--- src/common/rtc_host_regs.vh ---
`ifndef RTC_HOST_REGS_VH
`define RTC_HOST_REGS_VH

// ==========================================================
// Timing
`define CLK_PERIOD_NS  100
`define SCL_PERIOD_NS  10000
`define QTR_CYC        (`SCL_PERIOD_NS / (4 * `CLK_PERIOD_NS))
`define TBUF_NS        4700
`define TBUF_CYC       ((`TBUF_NS + `CLK_PERIOD_NS - 1) / `CLK_PERIOD_NS)
`define TIMER_W        8

// ==========================================================
// Bus addressing
`define RTC_SLAVE_ADDR 7'h68
`define DIR_WRITE      1'b0
`define DIR_READ       1'b1

// ==========================================================
// Byte framing
`define BYTE_W         8
`define BIT_W          4
`define BIT_ACK        4'h8
`define BIT_ZERO       4'h0
`define CNT_ZERO       8'h00
`define CNT_ONE        8'h01

// ==========================================================
// Quarter phases of one bus clock period
`define Q0             2'h0
`define Q1             2'h1
`define Q2             2'h2
`define Q3             2'h3

// ==========================================================
// Write data buffer
`define FIFO_DEPTH     32
`define FIFO_AW        5

`endif

--- src/hdl/byte_fifo.v ---
`timescale 1ns/1ps
`include "rtc_host_regs.vh"

module byte_fifo #(
   parameter W     = `BYTE_W,
   parameter DEPTH = `FIFO_DEPTH,
   parameter AW    = `FIFO_AW
) (
   input  wire          i_mclk,       // System clock
   input  wire          i_rst,        // Synchronous reset, active high
   input  wire [W-1:0]  i_in_data,    // Fill side data
   input  wire          i_in_valid,   // Fill side valid
   output wire          o_in_ready,   // Fill side ready (not full)
   output wire [W-1:0]  o_out_data,   // Drain side data
   output wire          o_out_valid,  // Drain side valid (not empty)
   input  wire          i_out_ready   // Drain side ready
);

   // ==========================================================
   // Storage and pointers
   reg  [W-1:0]  mem [0:DEPTH-1];
   reg  [AW-1:0] wr_ptr_r;
   reg  [AW-1:0] rd_ptr_r;
   reg  [AW:0]   count_r;
   wire          push;
   wire          pop;

   assign o_in_ready  = (count_r != DEPTH[AW:0]);
   assign o_out_valid = (count_r != {(AW+1){1'b0}});
   assign push        = i_in_valid && o_in_ready;
   assign pop         = i_out_ready && o_out_valid;
   assign o_out_data  = mem[rd_ptr_r];

   always @(posedge i_mclk) begin
      if (push) begin
         mem[wr_ptr_r] <= i_in_data;
      end
   end

   always @(posedge i_mclk) begin
      if (i_rst) begin
         wr_ptr_r <= {AW{1'b0}};
         rd_ptr_r <= {AW{1'b0}};
         count_r  <= {(AW+1){1'b0}};
      end else begin
         if (push) begin
            wr_ptr_r <= wr_ptr_r + {{(AW-1){1'b0}}, 1'b1};
         end
         if (pop) begin
            rd_ptr_r <= rd_ptr_r + {{(AW-1){1'b0}}, 1'b1};
         end
         if (push && !pop) begin
            count_r <= count_r + {{AW{1'b0}}, 1'b1};
         end else if (pop && !push) begin
            count_r <= count_r - {{AW{1'b0}}, 1'b1};
         end
      end
   end

endmodule

--- src/hdl/rtc_i2c_master.v ---
// What this block does
// - Idle means both lines high
// - SDA falling with SCL high is START
// - SDA rising with SCL high is STOP
// - SDA changes only while SCL low
// - Master starts only on idle bus
// - Eight-bit bytes plus ninth acknowledge slot
// - Standard mode rate only
// - Acknowledger holds SDA low through pulse
// - Bytes shifted most significant bit first
// - Repeated START opens next transfer
// - First byte: address then direction bit
// - Direction one selects device transmit
// - First write byte loads register pointer
// - Read continues until master not-acknowledge
// - Master acknowledges all but last byte
// - Master makes all clocks, START, STOP
`timescale 1ns/1ps
`include "rtc_host_regs.vh"

module rtc_i2c_master (
   input  wire        i_mclk,      // System clock, 10 MHz
   input  wire        i_rst,       // Synchronous reset, active high
   input  wire        i_go,        // Request strobe, taken when not busy
   input  wire        i_rd,        // 1 = read request, 0 = write request
   input  wire        i_set_ptr,   // Read: write pointer first
   input  wire [7:0]  i_ptr,       // Register pointer to load
   input  wire [7:0]  i_len,       // Data byte count
   output wire        o_busy,      // Request in progress
   output reg         o_done,      // One-cycle pulse at end of request
   output reg         o_nack,      // Last request saw a missing acknowledge
   input  wire [7:0]  i_wr_data,   // Write data into buffer
   input  wire        i_wr_valid,  // Write data valid
   output wire        o_wr_ready,  // Buffer can take write data
   output reg  [7:0]  o_rd_data,   // Read data byte
   output reg         o_rd_valid,  // One-cycle pulse with read data
   input  wire        i_scl_in,    // Clock line level
   output wire        o_scl_out,   // Clock line drive value
   output reg         o_scl_oe,    // Clock line pulled low while high
   input  wire        i_sda_in,    // Data line level
   output wire        o_sda_out,   // Data line drive value
   output reg         o_sda_oe     // Data line pulled low while high
);

   // ==========================================================
   // Constants and states
   localparam integer        QTR_LAST_I = `QTR_CYC - 1;
   localparam integer        BUF_LAST_I = `TBUF_CYC - 1;
   localparam [`TIMER_W-1:0] QTR_LAST   = QTR_LAST_I[`TIMER_W-1:0];
   localparam [`TIMER_W-1:0] BUF_LAST   = BUF_LAST_I[`TIMER_W-1:0];

   localparam [2:0] S_IDLE   = 3'h0;
   localparam [2:0] S_BUF    = 3'h1;
   localparam [2:0] S_START  = 3'h2;
   localparam [2:0] S_BYTE   = 3'h3;
   localparam [2:0] S_RSTART = 3'h4;
   localparam [2:0] S_STOP   = 3'h5;
   localparam [2:0] S_FETCH  = 3'h6;

   localparam [1:0] K_ADDR  = 2'h0;
   localparam [1:0] K_PTR   = 2'h1;
   localparam [1:0] K_WDATA = 2'h2;
   localparam [1:0] K_RDATA = 2'h3;

   // ==========================================================
   // Declarations
   reg  [2:0]          state_r;
   reg  [1:0]          kind_r;
   reg  [1:0]          qi_r;
   reg  [`TIMER_W-1:0] q_cnt_r;
   reg  [`TIMER_W-1:0] buf_cnt_r;
   reg  [`BIT_W-1:0]   bit_r;
   reg  [7:0]          sh_r;
   reg  [7:0]          cnt_r;
   reg  [7:0]          last_r;
   reg  [7:0]          ptr_r;
   reg                 rd_r;
   reg                 rphase_r;
   reg                 ack_r;
   reg                 len_zero_r;
   reg                 scl_m_r;
   reg                 scl_s_r;
   reg                 sda_m_r;
   reg                 sda_s_r;
   wire                timed;
   wire                stretch;
   wire                tick;
   wire                last_byte;
   wire [7:0]          fifo_data;
   wire                fifo_valid;
   wire                fifo_pop;

   assign o_scl_out = 1'b0;
   assign o_sda_out = 1'b0;
   assign o_busy    = (state_r != S_IDLE);
   assign last_byte = (cnt_r == last_r);

   // ==========================================================
   // Pin synchronisers
   always @(posedge i_mclk) begin
      if (i_rst) begin
         scl_m_r <= 1'b1;
         scl_s_r <= 1'b1;
         sda_m_r <= 1'b1;
         sda_s_r <= 1'b1;
      end else begin
         scl_m_r <= i_scl_in;
         scl_s_r <= scl_m_r;
         sda_m_r <= i_sda_in;
         sda_s_r <= sda_m_r;
      end
   end

   // ==========================================================
   // Write data buffer
   assign fifo_pop = (state_r == S_FETCH);

   byte_fifo #(
      .W     (`BYTE_W),
      .DEPTH (`FIFO_DEPTH),
      .AW    (`FIFO_AW)
   ) u_wr_fifo (
      .i_mclk      (i_mclk),
      .i_rst       (i_rst),
      .i_in_data   (i_wr_data),
      .i_in_valid  (i_wr_valid),
      .o_in_ready  (o_wr_ready),
      .o_out_data  (fifo_data),
      .o_out_valid (fifo_valid),
      .i_out_ready (fifo_pop)
   );

   // ==========================================================
   // Quarter-period timer
   // Four quarters of 25 cycles give a 100 kHz bus clock.
   // A released clock still held low by the far end stalls the timer.
   assign timed   = (state_r == S_START) || (state_r == S_BYTE) ||
                    (state_r == S_RSTART) || (state_r == S_STOP);
   assign stretch = !o_scl_oe && !scl_s_r;
   assign tick    = timed && !stretch && (q_cnt_r == QTR_LAST);

   always @(posedge i_mclk) begin
      if (i_rst || !timed) begin
         q_cnt_r <= {`TIMER_W{1'b0}};
         qi_r    <= `Q0;
      end else if (!stretch) begin
         if (tick) begin
            q_cnt_r <= {`TIMER_W{1'b0}};
            qi_r    <= qi_r + 2'h1;
         end else begin
            q_cnt_r <= q_cnt_r + {{(`TIMER_W-1){1'b0}}, 1'b1};
         end
      end
   end

   // ==========================================================
   // Transfer sequencer
   always @(posedge i_mclk) begin
      if (i_rst) begin
         state_r    <= S_IDLE;
         kind_r     <= K_ADDR;
         buf_cnt_r  <= {`TIMER_W{1'b0}};
         bit_r      <= `BIT_ZERO;
         sh_r       <= 8'h00;
         cnt_r      <= `CNT_ZERO;
         last_r     <= `CNT_ZERO;
         ptr_r      <= 8'h00;
         rd_r       <= 1'b0;
         rphase_r   <= 1'b0;
         ack_r      <= 1'b1;
         len_zero_r <= 1'b1;
         o_scl_oe   <= 1'b0;
         o_sda_oe   <= 1'b0;
         o_done     <= 1'b0;
         o_nack     <= 1'b0;
         o_rd_data  <= 8'h00;
         o_rd_valid <= 1'b0;
      end else begin
         o_done     <= 1'b0;
         o_rd_valid <= 1'b0;
         case (state_r)
            S_IDLE: begin
               o_scl_oe  <= 1'b0;
               o_sda_oe  <= 1'b0;
               buf_cnt_r <= {`TIMER_W{1'b0}};
               if (i_go) begin
                  rd_r       <= i_rd;
                  ptr_r      <= i_ptr;
                  rphase_r   <= i_rd && !i_set_ptr;
                  len_zero_r <= (i_len == `CNT_ZERO);
                  last_r     <= (i_len == `CNT_ZERO) ? `CNT_ZERO : (i_len - `CNT_ONE);
                  o_nack     <= 1'b0;
                  state_r    <= S_BUF;
               end
            end
            S_BUF: begin
               // Both lines must stay high for a full bus free time
               if (scl_s_r && sda_s_r) begin
                  if (buf_cnt_r == BUF_LAST) begin
                     state_r <= S_START;
                  end else begin
                     buf_cnt_r <= buf_cnt_r + {{(`TIMER_W-1){1'b0}}, 1'b1};
                  end
               end else begin
                  buf_cnt_r <= {`TIMER_W{1'b0}};
               end
            end
            S_START: begin
               if (tick && qi_r == `Q1) begin
                  o_sda_oe <= 1'b1;
               end
               if (tick && qi_r == `Q3) begin
                  o_scl_oe <= 1'b1;
                  sh_r     <= {`RTC_SLAVE_ADDR, rphase_r};
                  kind_r   <= K_ADDR;
                  bit_r    <= `BIT_ZERO;
                  cnt_r    <= `CNT_ZERO;
                  state_r  <= S_BYTE;
               end
            end
            S_BYTE: begin
               if (tick) begin
                  case (qi_r)
                     `Q0: begin
                        // Data changes only in the low half of the clock
                        if (bit_r == `BIT_ACK) begin
                           if (kind_r == K_RDATA) begin
                              o_sda_oe <= !last_byte;
                           end else begin
                              o_sda_oe <= 1'b0;
                           end
                        end else if (kind_r == K_RDATA) begin
                           o_sda_oe <= 1'b0;
                        end else begin
                           o_sda_oe <= !sh_r[7];
                        end
                     end
                     `Q1: begin
                        o_scl_oe <= 1'b0;
                     end
                     `Q2: begin
                        if (bit_r == `BIT_ACK) begin
                           ack_r <= sda_s_r;
                        end else begin
                           sh_r <= {sh_r[6:0], sda_s_r};
                        end
                     end
                     `Q3: begin
                        o_scl_oe <= 1'b1;
                        if (bit_r != `BIT_ACK) begin
                           bit_r <= bit_r + 4'h1;
                        end else begin
                           bit_r <= `BIT_ZERO;
                           case (kind_r)
                              K_ADDR: begin
                                 if (ack_r) begin
                                    o_nack  <= 1'b1;
                                    state_r <= S_STOP;
                                 end else if (rphase_r) begin
                                    kind_r <= K_RDATA;
                                 end else begin
                                    kind_r <= K_PTR;
                                    sh_r   <= ptr_r;
                                 end
                              end
                              K_PTR: begin
                                 if (ack_r) begin
                                    o_nack  <= 1'b1;
                                    state_r <= S_STOP;
                                 end else if (rd_r) begin
                                    rphase_r <= 1'b1;
                                    state_r  <= S_RSTART;
                                 end else if (len_zero_r) begin
                                    state_r <= S_STOP;
                                 end else begin
                                    kind_r  <= K_WDATA;
                                    state_r <= S_FETCH;
                                 end
                              end
                              K_WDATA: begin
                                 cnt_r <= cnt_r + `CNT_ONE;
                                 if (ack_r) begin
                                    o_nack  <= 1'b1;
                                    state_r <= S_STOP;
                                 end else if (last_byte) begin
                                    state_r <= S_STOP;
                                 end else begin
                                    state_r <= S_FETCH;
                                 end
                              end
                              default: begin
                                 cnt_r      <= cnt_r + `CNT_ONE;
                                 o_rd_data  <= sh_r;
                                 o_rd_valid <= 1'b1;
                                 o_sda_oe   <= 1'b0;
                                 if (last_byte) begin
                                    state_r <= S_STOP;
                                 end
                              end
                           endcase
                        end
                     end
                     default: begin
                        o_scl_oe <= 1'b1;
                     end
                  endcase
               end
            end
            S_FETCH: begin
               // Clock held low until the buffer offers a byte
               o_sda_oe <= 1'b0;
               if (fifo_valid) begin
                  sh_r    <= fifo_data;
                  state_r <= S_BYTE;
               end
            end
            S_RSTART: begin
               if (tick && qi_r == `Q0) begin
                  o_sda_oe <= 1'b0;
               end
               if (tick && qi_r == `Q1) begin
                  o_scl_oe <= 1'b0;
               end
               if (tick && qi_r == `Q3) begin
                  state_r <= S_START;
               end
            end
            S_STOP: begin
               if (tick && qi_r == `Q0) begin
                  o_sda_oe <= 1'b1;
               end
               if (tick && qi_r == `Q1) begin
                  o_scl_oe <= 1'b0;
               end
               if (tick && qi_r == `Q3) begin
                  o_sda_oe <= 1'b0;
                  o_done   <= 1'b1;
                  state_r  <= S_IDLE;
               end
            end
            default: begin
               state_r <= S_IDLE;
            end
         endcase
      end
   end

endmodule

--- config.mk ---
export PLATFORM = sky130hd
export DESIGN_NAME = rtc_i2c_master
export DESIGN_NICKNAME = d
export VERILOG_FILES = /design/src/hdl/byte_fifo.v /design/src/hdl/rtc_i2c_master.v
export VERILOG_INCLUDE_DIRS = /design/src /design/src/common
export SDC_FILE = /design/constraint.sdc
export NUM_CORES = 1
export LEC_CHECK = 0
export BUFFER_PORTS_ARGS = -buffer_cell sky130_fd_sc_hd__buf_2
export CAP_MARGIN = 10
export CORE_UTILIZATION = 60
export DETAILED_ROUTE_END_ITERATION = 10
export PLACE_DENSITY = 0.78
export SLEW_MARGIN = 20
export SYNTH_ARGS = -nofsm -noshare
export SYNTH_HDL_FRONTEND = slang
export SYNTH_HIERARCHICAL = 1
export SYNTH_SLANG_ARGS = --single-unit
--- constraint.sdc ---
create_clock -name i_mclk -period 4.4 [get_ports i_mclk]
set_input_delay 0.88 -clock i_mclk [delete_from_list [all_inputs] [get_ports i_mclk]]
set_output_delay 0.88 -clock i_mclk [all_outputs]
set_load 0.03 [all_outputs]
==> impl_metrics.toml <==
[yosys]
synth_area_leaders = "edfxtp_1, dfxtp_1, mux2i_1"
synth_warnings = 6
synth_area_sq_mm = 0.0153
synth_top_area_frac = 0.504
synth_xor_area_frac = 0.0241
yosys.area_share.adder = 0.0243
ys_ff_latch = 357
synth_edf_count = 256
synth_top_family_by_area = "simple AND/OR/NAND/NOR gates"
synth_top_area_cell = "edfxtp_1"
synthArstFlopShare = 0
synthSimpleGateAreaFrac = 0.109
avgSynthCellArea_sq_um = 13.5
synthDistinctLibCells = 76
ys_seq_area_frac = 0.636
synthMuxAreaShare = 0.0981
ys.flop_type = "edfxtp_1"
synthCells = 1132
synth-compound-area-share = 0.0818

[global_routing]
antenna_found_initial = 0
grt_overflow = 0
grt_pass1_vias = 9050
grt_start_max_net_pins = 58
grt_pass1_wl_um = 49900
gr-usage-all-layers = 0.252

[floorplanning]
rows = 57
start_util = 0.620
die_w_um = 161
die_h_um = 161
io_pins = 49
dieArea_sq_mm = 0.0261
core_sq_mm = 0.0246

[power_and_ir_drop]
peakVddDrop_mv = 0.419
p_leak_nw = 5.57
total_power_mw = 7.99
powerDensity_mw_per_mm2 = 473

[placement]
place_congestion = 0.862
place_inst = 1454
io_buffers = 46
dpl.hpwl_um = 20200
place_area_sq_mm = 0.0157

[worst_setup_path]
reg2reg_to = "sh_r[3]$_SDFFE_PP0P_"
worstPathArrival_ns = 3.47
r2r_cells = 6
critPathKind = "reg2reg"
path_max_fanout = 19
crit_path_start_kind = "register"
cp-end-kind = "register"
rrSetupSlack_ns = 1.34
r2r_start = "qi_r[0]$_SDFFE_PP0P_"
crit_required_ns = 4.81

[drt]
drc = 0
antenna_left = 0
routedWlPerCell_um = 21.3
drt_wl_total_um = 32400
first_iter_violations = 762
vias = 9425
drtPass1Iterations = 5
avgViaCountPerCell = 6.21

[finish]
diodes = 0
nets = 1229
layout_commonest_cell = "edfxtp_1"
most-common-layout-cells = "edfxtp_1, nor2_1, dfxtp_1"
area_growth_syn_to_layout_pct = 10.6
postLayoutCellArea_sq_mm = 0.0169
fin_cells = 1518
layout-drive-gt1-share = 0.137

[clocking]
htreeDepth = 2
clock_sinks = 357
clk_pin_slew_ns = 0.06
clock_path_buffers = 3
post_cts_buffers = 0
cts_resized = 0
cts_hold_buf = 0
cts_root_buf = "clkbuf_16"
clk_latency_ns = 0.53
numCtsBuffers = 36
cts_tree = "built"

[sta]
min_period_ns = 3.06
setup-violations-final = 0
drv_slew = 0
fin_crit_sh = 0.697
finClkSkew_ns = 0.0289
tns_ns = 0
tightest_slew_ns = 1.05
fmax_mhz = 326
slew_headroom = 0.293
hold_violations = 0
rsz0062_at_grt = "no"

[hold_path]
hold_path.class = "reg2reg"
worstHoldStart = "scl_m_r$_SDFF_PP1_"
min_delay_worst_endpoint = "scl_s_r$_SDFF_PP1_"
min_path_cells = 1

[outcome]
outcome = "finished clean"

[job]
max-cap-violations = 0
[routing by layer]
metal	global-route usage	vias up	wire length (um)
met1	0.333	4660	13300
li1	-	4354	-
met2	0.424	354	15900
met5	0	-	0
met4	0.0828	0	930
met3	0.0429	57	2200
[stage by stage]
| stage | hold WS, ns | util | worst slack [ns] |
|---|---|---|---|
| 2_1_floorplan | 0.389 | - | 1.61 |
| 3_3_place_gp | 0.395 | 0.637 | 1.42 |
| 3_5_place_dp | 0.401 | 0.637 | 1.36 |
| 4_1_cts | 0.421 | 0.686 | 1.40 |
| 5_1_grt | 0.434 | 0.686 | 1.18 |
| 6_report | 0.418 | 0.686 | 1.34 |
[synthesized netlist by cell type (all sizes together), types with 4 or more instances]
cell type	number
edfxtp	256
xnor2	11
o31ai	6
or2	7
a22o	8
nand2b	9
a22oi	38
a21oi	47
dfxtp	101
and2	4
inv	27
clkbuf	31
nand3b	6
nand3	34
and3	9
ha	28
or3	7
a31oi	5
a211oi	4
a21o	4
mux4	32
mux2	4
a221oi	13
nor4	8
nor2b	16
o221ai	4
nor3	22
nand4	9
o21ai	10
mux2i	73
xor2	31
buf	27
nand2	76
or4	5
o21a	4
nor2	112
[where the power goes]
group	total, mW	switching (mW)	internal (mW)	leakage (nW)
Clock	3.06	1.25	1.80	0.581
Combinational	1.02	0.650	0.369	1.86
Sequential	3.91	0.160	3.75	3.13
Total	7.99	2.06	5.92	5.57
[state kept, by name, indices dropped and copies added, names as in the netlist, 5 cells and up, named ones only]
signal and count:
u_wr_fifo/wr_ptr_r 5, o_rd_data 8, u_wr_fifo/mem 256, sh_r 8, u_wr_fifo/count_r 6, buf_cnt_r 8, last_r 8, cnt_r 8
q_cnt_r 8, ptr_r 8, u_wr_fifo/rd_ptr_r 5
[critical path, cell delays in order (launching register included)]
cell and delay, ns:
dfxtp_1 0.41, ha_1 0.78, nand2_1 0.38, o221ai_1 0.26, nand4_1 0.54, a221oi_1 0.49, nor3_1 0.09
[worst max path at each step]
stage / from / endpoint
floorplan: u_wr_fifo/count_r[4]$_SDFFE_PP0P_ / u_wr_fifo/count_r[5]$_SDFFE_PP0P_
global placement: i_wr_valid / u_wr_fifo/count_r[5]$_SDFFE_PP0P_
detailed placement: i_wr_valid / u_wr_fifo/count_r[3]$_SDFFE_PP0P_
CTS: u_wr_fifo/count_r[4]$_SDFFE_PP0P_ / u_wr_fifo/count_r[3]$_SDFFE_PP0P_
global route: qi_r[0]$_SDFFE_PP0P_ / sh_r[3]$_SDFFE_PP0P_
finish: qi_r[0]$_SDFFE_PP0P_ / sh_r[3]$_SDFFE_PP0P_
[area by class of cell]
| class | instances | area (sq um) |
|---|---|---|
| Sequential cell | 357 | 9710 |
| Fill cell | 1653 | 7730 |
| Multi-Input combinational cell | 691 | 5160 |
| Clock buffer | 49 | 1010 |
| Tap cell | 324 | 405 |
| Timing Repair Buffer | 55 | 298 |
| Clock inverter | 15 | 183 |
| Inverter | 27 | 101 |
[cell families after synthesis]
group / after synthesis
compound gates: 171
xor+xnor: 42
fa+ha+maj: 29
buf+inv: 85
flops: 357
mux: 109
other cells: 1
simple gates: 338
(Power assumes the default switching activity.)
